File: src/pcg_pkg.sv
// package: register map, field layout and reset values of the clock gating
package pcg_pkg;
  localparam int PCG_AW = 12;
  localparam int PCG_DW = 32;
  localparam int PCG_NUNIT = 64;
  localparam int PCG_UW = 6;

  localparam logic [11:0] PCG_OFF_RUN0 = 12'h100;
  localparam logic [11:0] PCG_OFF_RUN1 = 12'h104;
  localparam logic [11:0] PCG_OFF_SLP0 = 12'h110;
  localparam logic [11:0] PCG_OFF_SLP1 = 12'h114;
  localparam logic [11:0] PCG_OFF_DSL0 = 12'h120;
  localparam logic [11:0] PCG_OFF_DSL1 = 12'h124;
  localparam logic [11:0] PCG_OFF_CFG = 12'h060;
  localparam logic [11:0] PCG_OFF_ISTAT = 12'h200;
  localparam logic [11:0] PCG_OFF_IMASK = 12'h204;

  // writable bits; everything else reads as zero
  localparam logic [31:0] PCG_GATE0_MASK = 32'h0000_0048;
  localparam logic [31:0] PCG_GATE1_MASK = 32'h0007_5037;
  localparam logic [31:0] PCG_GATE0_RST = 32'h0000_0040;
  localparam logic [31:0] PCG_GATE1_RST = 32'h0000_0000;
  localparam logic [31:0] PCG_ZERO = 32'h0000_0000;

  localparam int PCG_WDT_BIT = 3;
  localparam int PCG_HIB_BIT = 6;
  localparam int PCG_TMR2_BIT = 18;
  localparam int PCG_AUTO_BIT = 27;

  localparam int PCG_IRQ_W = 2;
  localparam int PCG_IRQ_FAULT = 0;
  localparam int PCG_IRQ_MODE = 1;
  localparam logic [1:0] PCG_IRQ_RST = 2'h0;

  typedef enum logic [1:0] {PCG_RUN, PCG_SLEEP, PCG_DEEP} pcg_mode_t;
endpackage : pcg_pkg

File: src/pcg_gate_sel.sv
// per-unit clock enable: picks the gating set of the mode while auto_gate is set, else the run set
`timescale 1ns/1ps
`default_nettype none
module pcg_gate_sel
  import pcg_pkg::*;
#(
  parameter int NUNIT = PCG_NUNIT
) (
  input wire logic ref_clk,
  input wire logic rst_n,
  input wire logic auto_gate,
  input wire pcg_mode_t mode,
  input wire logic [NUNIT-1:0] run_gate,
  input wire logic [NUNIT-1:0] slp_gate,
  input wire logic [NUNIT-1:0] dsl_gate,
  output logic [NUNIT-1:0] en_q
);
  logic [NUNIT-1:0] en_d;

  genvar i;
  generate
    for (i = 0; i < NUNIT; i++) begin : g_unit
      always_comb begin
        unique case (mode)
          PCG_SLEEP: begin
            en_d[i] = auto_gate ? slp_gate[i] : run_gate[i];
          end
          PCG_DEEP: begin
            en_d[i] = auto_gate ? dsl_gate[i] : run_gate[i];
          end
          PCG_RUN: en_d[i] = run_gate[i];
          // unused code: fall back to the run set rather than hold a latch
          default: en_d[i] = run_gate[i];
        endcase
      end
    end
  endgenerate

  // enables leave a flop so the gating cells see a glitch-free level
  always_ff @(posedge ref_clk or negedge rst_n) begin
    if (!rst_n) begin
      en_q <= '0;
    end else begin
      en_q <= en_d;
    end
  end
endmodule : pcg_gate_sel
`default_nettype wire

File: src/pcg_fault_chk.sv
// answers each peripheral access: completes it or flags a bus fault
`timescale 1ns/1ps
`default_nettype none
module pcg_fault_chk
  import pcg_pkg::*;
#(
  parameter int NUNIT = PCG_NUNIT,
  parameter int UW = PCG_UW
) (
  input wire logic ref_clk,
  input wire logic rst_n,
  input wire logic acc_valid,
  input wire logic [UW-1:0] acc_unit,
  input wire logic [NUNIT-1:0] clk_en,
  output logic acc_ready_q,
  output logic acc_fault_q
);
  logic acc_ready_d;
  logic acc_fault_d;

  always_comb begin
    acc_ready_d = acc_valid && clk_en[acc_unit];
    acc_fault_d = acc_valid && !clk_en[acc_unit];
  end

  always_ff @(posedge ref_clk or negedge rst_n) begin
    if (!rst_n) begin
      acc_ready_q <= 1'b0;
      acc_fault_q <= 1'b0;
    end else begin
      acc_ready_q <= acc_ready_d;
      acc_fault_q <= acc_fault_d;
    end
  end
endmodule : pcg_fault_chk
`default_nettype wire

File: src/pcg_top.sv
// peripheral clock gating: apb registers, mode select, fault and interrupt
`timescale 1ns/1ps
`default_nettype none
module pcg_top
  import pcg_pkg::*;
(
  input wire logic ref_clk,
  input wire logic rst_n,
  input wire logic psel,
  input wire logic penable,
  input wire logic pwrite,
  input wire logic [PCG_AW-1:0] paddr,
  input wire logic [PCG_DW-1:0] pwdata,
  output logic [PCG_DW-1:0] prdata,
  output logic pready,
  output logic pslverr,
  input wire logic sleep_req,
  input wire logic deep_sleep_req,
  input wire logic acc_valid,
  input wire logic [PCG_UW-1:0] acc_unit,
  output logic acc_ready,
  output logic acc_fault,
  output logic [PCG_NUNIT-1:0] periph_clk_en,
  output logic hibernate_clock_enable,
  output logic watchdog_clock_enable,
  output logic gp_timer_two_clock_enable,
  output logic irq
);
  localparam int HALF = PCG_NUNIT / 2;

  // register state
  logic [PCG_DW-1:0] run0_q, run0_d;
  logic [PCG_DW-1:0] run1_q, run1_d;
  logic [PCG_DW-1:0] slp0_q, slp0_d;
  logic [PCG_DW-1:0] slp1_q, slp1_d;
  logic [PCG_DW-1:0] dsl0_q, dsl0_d;
  logic [PCG_DW-1:0] dsl1_q, dsl1_d;
  logic auto_q, auto_d;
  logic [PCG_IRQ_W-1:0] stat_q, stat_d;
  logic [PCG_IRQ_W-1:0] mask_q, mask_d;

  // bus answer state
  logic [PCG_DW-1:0] prdata_q, prdata_d;
  logic pready_q, pready_d;
  logic pslverr_q, pslverr_d;
  logic irq_q, irq_d;

  // power mode state
  pcg_mode_t mode_q, mode_d;

  logic setup;
  logic access;
  logic wr_en;
  logic rd_en;
  logic hit;
  logic [PCG_DW-1:0] rd_mux;
  logic [PCG_IRQ_W-1:0] events;
  logic [PCG_NUNIT-1:0] clk_en;
  logic fault_q;
  logic ready_q;

  // ---------------------------------------------------------------- apb
  assign setup = psel && !penable;
  assign access = psel && penable && pready_q;
  assign wr_en = access && pwrite;
  assign rd_en = access && !pwrite;

  always_comb begin
    hit = 1'b1;
    rd_mux = PCG_ZERO;
    unique case (paddr)
      PCG_OFF_RUN0: rd_mux = run0_q;
      PCG_OFF_RUN1: rd_mux = run1_q;
      PCG_OFF_SLP0: rd_mux = slp0_q;
      PCG_OFF_SLP1: rd_mux = slp1_q;
      PCG_OFF_DSL0: rd_mux = dsl0_q;
      PCG_OFF_DSL1: rd_mux = dsl1_q;
      PCG_OFF_CFG: rd_mux[PCG_AUTO_BIT] = auto_q;
      PCG_OFF_ISTAT: rd_mux[PCG_IRQ_W-1:0] = stat_q;
      PCG_OFF_IMASK: rd_mux[PCG_IRQ_W-1:0] = mask_q;
      default: hit = 1'b0;
    endcase
  end

  // no wait state: data and status are sampled in setup, ready in access
  always_comb begin
    pready_d = setup;
    pslverr_d = setup && !hit;
    prdata_d = setup ? rd_mux : prdata_q;
  end

  always_ff @(posedge ref_clk or negedge rst_n) begin
    if (!rst_n) begin
      prdata_q <= PCG_ZERO;
      pready_q <= 1'b0;
      pslverr_q <= 1'b0;
    end else begin
      prdata_q <= prdata_d;
      pready_q <= pready_d;
      pslverr_q <= pslverr_d;
    end
  end

  // ---------------------------------------------------------- gate sets
  // writes land only on the documented bits; reserved bits stay zero
  always_comb begin
    run0_d = run0_q;
    run1_d = run1_q;
    slp0_d = slp0_q;
    slp1_d = slp1_q;
    dsl0_d = dsl0_q;
    dsl1_d = dsl1_q;
    auto_d = auto_q;
    mask_d = mask_q;
    if (wr_en) begin
      unique case (paddr)
        PCG_OFF_RUN0: run0_d = pwdata & PCG_GATE0_MASK;
        PCG_OFF_RUN1: run1_d = pwdata & PCG_GATE1_MASK;
        PCG_OFF_SLP0: slp0_d = pwdata & PCG_GATE0_MASK;
        PCG_OFF_SLP1: slp1_d = pwdata & PCG_GATE1_MASK;
        PCG_OFF_DSL0: dsl0_d = pwdata & PCG_GATE0_MASK;
        PCG_OFF_DSL1: dsl1_d = pwdata & PCG_GATE1_MASK;
        PCG_OFF_CFG: auto_d = pwdata[PCG_AUTO_BIT];
        PCG_OFF_IMASK: mask_d = pwdata[PCG_IRQ_W-1:0];
        default: ;
      endcase
    end
  end

  // reg 0 copies keep the printed 0x40; hibernation is clocked out of reset
  always_ff @(posedge ref_clk or negedge rst_n) begin
    if (!rst_n) begin
      run0_q <= PCG_GATE0_RST;
      run1_q <= PCG_GATE1_RST;
      slp0_q <= PCG_GATE0_RST;
      slp1_q <= PCG_GATE1_RST;
      dsl0_q <= PCG_GATE0_RST;
      dsl1_q <= PCG_GATE1_RST;
      auto_q <= 1'b0;
      mask_q <= PCG_IRQ_RST;
    end else begin
      run0_q <= run0_d;
      run1_q <= run1_d;
      slp0_q <= slp0_d;
      slp1_q <= slp1_d;
      dsl0_q <= dsl0_d;
      dsl1_q <= dsl1_d;
      auto_q <= auto_d;
      mask_q <= mask_d;
    end
  end

  // --------------------------------------------------------- power mode
  // requests come from the power controller on this clock: no sync needed
  always_comb begin
    if (deep_sleep_req) begin
      mode_d = PCG_DEEP;
    end else if (sleep_req) begin
      mode_d = PCG_SLEEP;
    end else begin
      mode_d = PCG_RUN;
    end
  end

  always_ff @(posedge ref_clk or negedge rst_n) begin
    if (!rst_n) begin
      mode_q <= PCG_RUN;
    end else begin
      mode_q <= mode_d;
    end
  end

  pcg_gate_sel #(
    .NUNIT(PCG_NUNIT)
  ) u_gate_sel (
    .ref_clk(ref_clk),
    .rst_n(rst_n),
    .auto_gate(auto_q),
    .mode(mode_q),
    .run_gate({run1_q, run0_q}),
    .slp_gate({slp1_q, slp0_q}),
    .dsl_gate({dsl1_q, dsl0_q}),
    .en_q(clk_en)
  );

  pcg_fault_chk #(
    .NUNIT(PCG_NUNIT),
    .UW(PCG_UW)
  ) u_fault_chk (
    .ref_clk(ref_clk),
    .rst_n(rst_n),
    .acc_valid(acc_valid),
    .acc_unit(acc_unit),
    .clk_en(clk_en),
    .acc_ready_q(ready_q),
    .acc_fault_q(fault_q)
  );

  // --------------------------------------------------------- interrupts
  always_comb begin
    events = '0;
    events[PCG_IRQ_FAULT] = fault_q;
    events[PCG_IRQ_MODE] = (mode_q != mode_d);
  end

  // a read clears only what it returned, and a new event wins the clear
  always_comb begin
    stat_d = stat_q;
    if (rd_en && paddr == PCG_OFF_ISTAT) begin
      stat_d = stat_q & ~prdata_q[PCG_IRQ_W-1:0];
    end
    stat_d = stat_d | events;
    irq_d = |(stat_q & mask_q);
  end

  always_ff @(posedge ref_clk or negedge rst_n) begin
    if (!rst_n) begin
      stat_q <= PCG_IRQ_RST;
      irq_q <= 1'b0;
    end else begin
      stat_q <= stat_d;
      irq_q <= irq_d;
    end
  end

  // ------------------------------------------------------------ outputs
  assign prdata = prdata_q;
  assign pready = pready_q;
  assign pslverr = pslverr_q;
  assign irq = irq_q;
  assign acc_ready = ready_q;
  assign acc_fault = fault_q;
  assign periph_clk_en = clk_en;
  assign hibernate_clock_enable = clk_en[PCG_HIB_BIT];
  assign watchdog_clock_enable = clk_en[PCG_WDT_BIT];
  assign gp_timer_two_clock_enable = clk_en[HALF + PCG_TMR2_BIT];
endmodule : pcg_top
`default_nettype wire

File: config.mk
export PLATFORM = sky130hd
export DESIGN_NAME = pcg_top
export DESIGN_NICKNAME = d
export VERILOG_FILES = /design/src/pcg_pkg.sv /design/src/pcg_gate_sel.sv /design/src/pcg_fault_chk.sv /design/src/pcg_top.sv
export SDC_FILE = /design/constraint.sdc
export NUM_CORES = 1
export LEC_CHECK = 0
export ABC_AREA = 1
export BUFFER_PORTS_ARGS = -buffer_cell sky130_fd_sc_hd__buf_2
export CAP_MARGIN = 20
export CORE_ASPECT_RATIO = 0.9
export CORE_UTILIZATION = 35
export CTS_CLUSTER_SIZE = 28
export DETAILED_ROUTE_END_ITERATION = 16
export PLACE_DENSITY = 0.67
export SYNTH_ARGS = -nofsm -noshare
export SYNTH_HDL_FRONTEND = slang
export SYNTH_SLANG_ARGS = --single-unit
File: constraint.sdc
create_clock -name ref_clk -period 1.8 [get_ports ref_clk]
set_clock_uncertainty 0.15 [all_clocks]
set_input_delay 0.18 -clock ref_clk [delete_from_list [all_inputs] [get_ports ref_clk]]
set_output_delay 0.18 -clock ref_clk [all_outputs]
set_load 0.05 [all_outputs]
# Word level (Yosys, flattened, before mapping)
# Index checks and enable logic that the tools add are counted.
dict set report word_totals {
  output_inout_bits 104
  inputBits 58
  wordCells 102
  ff_bits 88
}
dict set report classes {
  eq_ne 12
  n_lt_le_gt_ge 1
  n_bitwise 4
  n_reduce_logical 23
  muxes 45
}
# operator count
set ops {}
lappend ops {{17-bit one-hot mux with 6 select lines} 1}
lappend ops {{12-bit by 9-bit == test with 1-bit output (second input constant)} 6}
lappend ops {{1-bit 2-to-1 mux} 28}
lappend ops {{12-bit by 10-bit == test with 1-bit output (second input constant)} 2}
lappend ops {{1-bit one-hot mux with 2 select lines} 12}
lappend ops {{2-bit AND reduction} 8}
lappend ops {{12-bit by 7-bit == test with 1-bit output (second input constant)} 1}
lappend ops {{2-bit one-hot mux with 5 select lines} 1}
lappend ops {{1-bit logical AND} 9}
lappend ops {{9-bit OR reduction} 1}
lappend ops {{6-bit by 7-bit less-than comparator with 1-bit output (second input constant)} 1}
lappend ops {{1-bit binary-select mux with 6-bit select} 1}
lappend ops {{2-bit bitwise AND} 2}
lappend ops {{1-bit zero test} 4}
lappend ops {{2-bit 2-to-1 mux} 2}
lappend ops {{2-bit by 1-bit == test with 1-bit output (second input constant)} 1}
lappend ops {{2-bit == test (second input constant)} 1}
lappend ops {{2-bit != test} 1}
lappend ops {{2-bit inverter} 1}
lappend ops {{2-bit bitwise OR} 1}
lappend ops {{2-bit OR reduction} 1}

# Depth between registers and ports, before layout
dict set report logic_depth {
  ltp_word 6
  ltp_mapped 10
  depth_no_buf 10
}

# Cells and area by module
# Synthesis repeated with hierarchy kept, for this count alone.
dict set report hier_totals {
  cells_unflattened 1010
  area_unflattened_um2 7234.4
}
# mod cells_each area_each_um2 seq_area_each_um2 instances
set modules_own_cells {}
lappend modules_own_cells {pcg_gate_sel 491 3502.1 1601.5 1}
lappend modules_own_cells {pcg_top 362 2951.6 1480.2 1}
lappend modules_own_cells {pcg_fault_chk 157 780.7 50.0 1}

# Worst setup path after synthesis
# OpenSTA, ideal clock, no wires.
dict set report synth_path {
  path_type {register to register}
  start {register pready_q (netlist: pready)}
  end {register dsl1_q[0]}
  setup_time_ns 0.123
  path_buffers 1
  slack_ns 0.154
  period_less_slack_ns 1.646
  stages_incl_launch_ff 7
  t_required_ns 1.527
  arrival_time_ns 1.373
  path_cell_list {dfrtp_1 > nand3_1 > nor2_4 > nand3_2 > buf_2 > nand2_1 > o21ai_1}
}
dict set report synth_between {
  elab_chain_len 3
}
# item line_no
set synth_lines {}
lappend synth_lines {{start, declared} pcg_top.sv:44} ;# logic pready_q, pready_d;
lappend synth_lines {{start signal, assigned} pcg_top.sv:99} ;# pready_q <= pready_d;
lappend synth_lines {{1-bit logical AND} pcg_top.sv:64} ;# assign access = psel && penable && pready_q;
lappend synth_lines {{1-bit logical AND} pcg_top.sv:65} ;# assign wr_en = access && pwrite;
lappend synth_lines {{2-bit AND reduction (no source line)} n/a}
lappend synth_lines {{end signal, assigned} pcg_top.sv:147} ;# dsl1_q <= dsl1_d;
lappend synth_lines {{end, declared} pcg_top.sv:37} ;# logic [PCG_DW-1:0] dsl1_q, dsl1_d;
# Every way passes these cells.
# A chain may end at the register's enable or synchronous reset.

# Worst setup path after layout
dict set report layout_path {
  start {register mode_q[0]}
  end {register u_gate_sel.en_q[48]}
}
dict set report layout_between {
  elab_chain_len 2
  elab_cells_between_ends 3
  cone_classes {2 x eq/ne; 1 x mux}
}
# item line_no
set layout_lines {}
lappend layout_lines {{start, declared} pcg_top.sv:49} ;# pcg_mode_t mode_q, mode_d;
lappend layout_lines {{start signal, assigned} pcg_top.sv:169} ;# mode_q <= mode_d;
lappend layout_lines {{2-bit == test or 2-bit by 1-bit == test with 1-bit output (tied branches)} n/a}
lappend layout_lines {{1-bit one-hot mux with 2 select lines *} pcg_gate_sel.sv:24} ;# unique case (mode)
lappend layout_lines {{net u_gate_sel.en_d[48]} pcg_gate_sel.sv:18} ;# logic [NUNIT-1:0] en_d;
lappend layout_lines {{end signal, assigned} pcg_gate_sel.sv:44} ;# en_q <= en_d;
lappend layout_lines {{end, declared} pcg_gate_sel.sv:16} ;# output logic [NUNIT-1:0] en_q
# Mark *: on every way through the listed nets, which the timed path passes. The rest lies on a longest branch.

==> flow_metrics.py <==
metrics = {
    "status": {
        "status": "completed",
    },
    "sta": {
        "drv_slew": 0,
        "worst_pin_slew_ns": 0.5329,
        "fin_hold_ws_ns": 0.0002047,
        "hold_viol_final": 0,
        "timing.slew.headroom": 0.6447,
        "setup_viol": 0,
        "fin_crit_sh": 0.9251,
        "fin_crit_ns": 1.665,
        "fmax_ghz": 0.6005,
        "setup_tns_ns": 0,
        "rsz0062_at_grt": "false",
    },
    "setup_path": {
        "cp-end-kind": "flip-flop",
        "cp-startpoint": "mode_q[0]",
        "crit_slowest_cell": "dfrtp_1",
        "path_class": "flip-flop to flip-flop",
        "crit_path_cell_trace": "inv_1 -> ha_1 -> o31ai_1 -> buf_4 -> o21ai_0",
        "critPathArrivalTime_ns": 1.68,
        "max_stage_delay_ns": 0.36,
        "critical-path-top-delay-family": "compound AO/OA/AOI/OAI gates",
        "timing.rr.start": "mode_q[0]",
        "required_ns": 1.82,
        "cp-start-kind": "flip-flop",
        "cp_max_fo": 12,
        "worst-path-buf-inv": 2,
    },
    "routing": {
        "wl_per_cell_microns": 13.00,
        "avgViaCountPerCell": 4.591,
        "ant_nets": 0,
        "wirelength_microns": 10010,
        "post-route-drc-count": 0,
        "vias": 3535,
        "drt_first_iter_violations": 220,
        "drtPass1Iterations": 5,
    },
    "placement": {
        "place_congestion": 0.8285,
        "hpwl_microns": 7601,
        "port_buffers": 71,
        "dpl.cell_count": 747,
    },
    "clock_network": {
        "cts_root_buf": "clkbuf_16",
        "clock-sinks": 73,
        "clockBufferDepth": 2,
        "clock_latency_ns": 0.33,
        "htreeDepth": 3,
        "ctsResizeCount": 0,
        "cts.clk_slew.worst_paths_ns": 0.05,
        "numCtsBuffers": 9,
        "cts_tree": "done",
    },
    "global_route": {
        "grt_pass1_wl_microns": 16530,
        "grt_pass1_vias": 3318,
        "grt_overflow_total": 0,
        "track_usage": 0.1661,
        "grt_max_degree": 25,
        "antenna_found_initial": 0,
    },
    "floorplanning": {
        "die_w_microns": 118.2,
        "die_area_sq_um": 12600,
        "die_h_microns": 106.6,
        "rows": 37,
        "coreArea_sq_um": 11620,
        "initial_core_util": 0.3662,
        "io_pins": 162,
    },
    "logic_synthesis": {
        "avgSynthCellArea_sq_um": 8.121,
        "synthCells": 524,
        "ys_seq_area_frac": 0.4302,
        "synth_area_sq_um": 4255,
        "ys_ff_latch": 73,
        "yosys_most_used_dff": "dfrtp_1",
        "ys_types": 30,
        "synth_edf_count": 0,
        "synthArstFlopShare": 1.000,
        "yosys_warnings": 0,
    },
    "hold_path": {
        "hp-start": "pwdata[3]",
        "min_path_type": "input pin to flip-flop",
    },
    "layout": {
        "diodes": 0,
        "nets": 669,
        "fin_cells": 770,
        "mostFrequentLayoutCell": "nand2_1",
        "areaGrowthSynthToFinish_pct": 16.05,
        "layout_common_cells": "nand2_1 (106), conb_1 (71), buf_2 (71)",
        "layout-drive-gt1-share": 0.2394,
    },
    "pwr": {
        "power.density_nw_per_um2": 790.9,
        "peakVddDrop_mv": 0.4569,
        "p_leak_nw": 2.564,
    },
    "run": {
        "max_cap_violations": 0,
    },
}
-- worst reg2reg max path, stage by stage (launching register included) --
cell	delay, ns
dfrtp_1	0.36
inv_1	0.07
ha_1	0.31
o31ai_1	0.24
buf_4	0.23
o21ai_0	0.16
-- synth_stat cells, drive strengths merged, types with 3 or more instances --
cell type | number | area share
dfrtp | 70 | 0.41
nor3 | 5 | 0.0085
nor2 | 34 | 0.043
a21oi | 6 | 0.0071
inv | 50 | 0.044
dfstp | 3 | 0.019
buf | 82 | 0.14
o21ai | 54 | 0.072
nand4 | 4 | 0.0059
a22o | 13 | 0.027
nand2 | 119 | 0.11
clkbuf | 7 | 0.0062
nand3 | 69 | 0.085
-- flip-flops by register name, indices dropped and copies added (netlist names), 2 cells and up --
| register | count |
|---|---|
| dsl1_q | 10 |
| prdata | 13 |
| slp0_q | 2 |
| run1_q | 10 |
| mask_q | 2 |
| stat_q | 2 |
| dsl0_q | 2 |
| run0_q | 2 |
| mode_q | 2 |
| slp1_q | 10 |
| u_gate_sel.en_q | 12 |
-- where the power goes --
group          internal (W)  switching [W]
Sequential          0.00166      0.0000104
Combinational     0.0000949       0.000530
Clock               0.00101       0.000605
-- area by class of cell --
cell class	instances	area [sq um]
clock buffers	16	271.5
fillers	1195	6681
inverters	50	187.7
multi-input cells	382	1866
flip-flops and latches	73	1831
well taps	156	195.2
repair buffers	93	588.1
-- layer usage --
layer  wire length [microns]  part of all wire  track usage  vias to the layer above
li1                        -                 -            -                     1731
met1                    4612              0.46       0.2300                     1635
met2                    4571              0.46       0.2630                      157
met3                     677             0.068      0.02819                       12
met4                     151             0.015      0.05586                        0
met5                       0                 0            0                        -
-- per-stage QoR --
step / utilization / cell area (sq um) / power, W / setup WS (ns)
2_1_floorplan: - / 4518 / 0.002275 / 0.1538
3_3_place_gp: 0.3956 / 4597 / 0.002302 / 0.2092
3_5_place_dp: 0.3956 / 4597 / 0.002308 / 0.1646
4_1_cts: 0.4250 / 4938 / 0.003943 / 0.1488
5_1_grt: 0.4250 / 4938 / 0.004059 / 0.1005
6_report: 0.4250 / 4938 / 0.003906 / 0.1348
-- final timing paths --
kind                                  endpoint  slack [ns]  cells after the start
max in group asynchronous            dsl0_q[6]        0.63                      3
min in group asynchronous           slp1_q[14]        0.22                      2
min                                  run0_q[3]      0.0002                      3
min reg2reg                          prdata[5]        0.33                      2
max                        u_gate_sel.en_q[48]        0.13                      5
max reg2reg                u_gate_sel.en_q[48]        0.13                      5
-- cell families (layout without fill, tap and decap cells) --
kind of cell | after synthesis | count (layout) | share of synthesized area
xor+xnor | 1 | 1 | 0.002059
flops | 73 | 73 | 0.4302
fa+ha+maj | 2 | 2 | 0.005880
other cells | 1 | 71 | 0.0008812
simple gates | 232 | 232 | 0.2561
buf+inv | 139 | 159 | 0.1932
compound gates | 76 | 76 | 0.1117
-- repair_timing --
action / in CTS / in global routing
hold buffers: 7 / 0
setup endpoints to repair: 0 / 0
endpoints found under the hold margin: 31 / 0
setup buffers: 0 / 0
(Power assumes the default switching activity.)
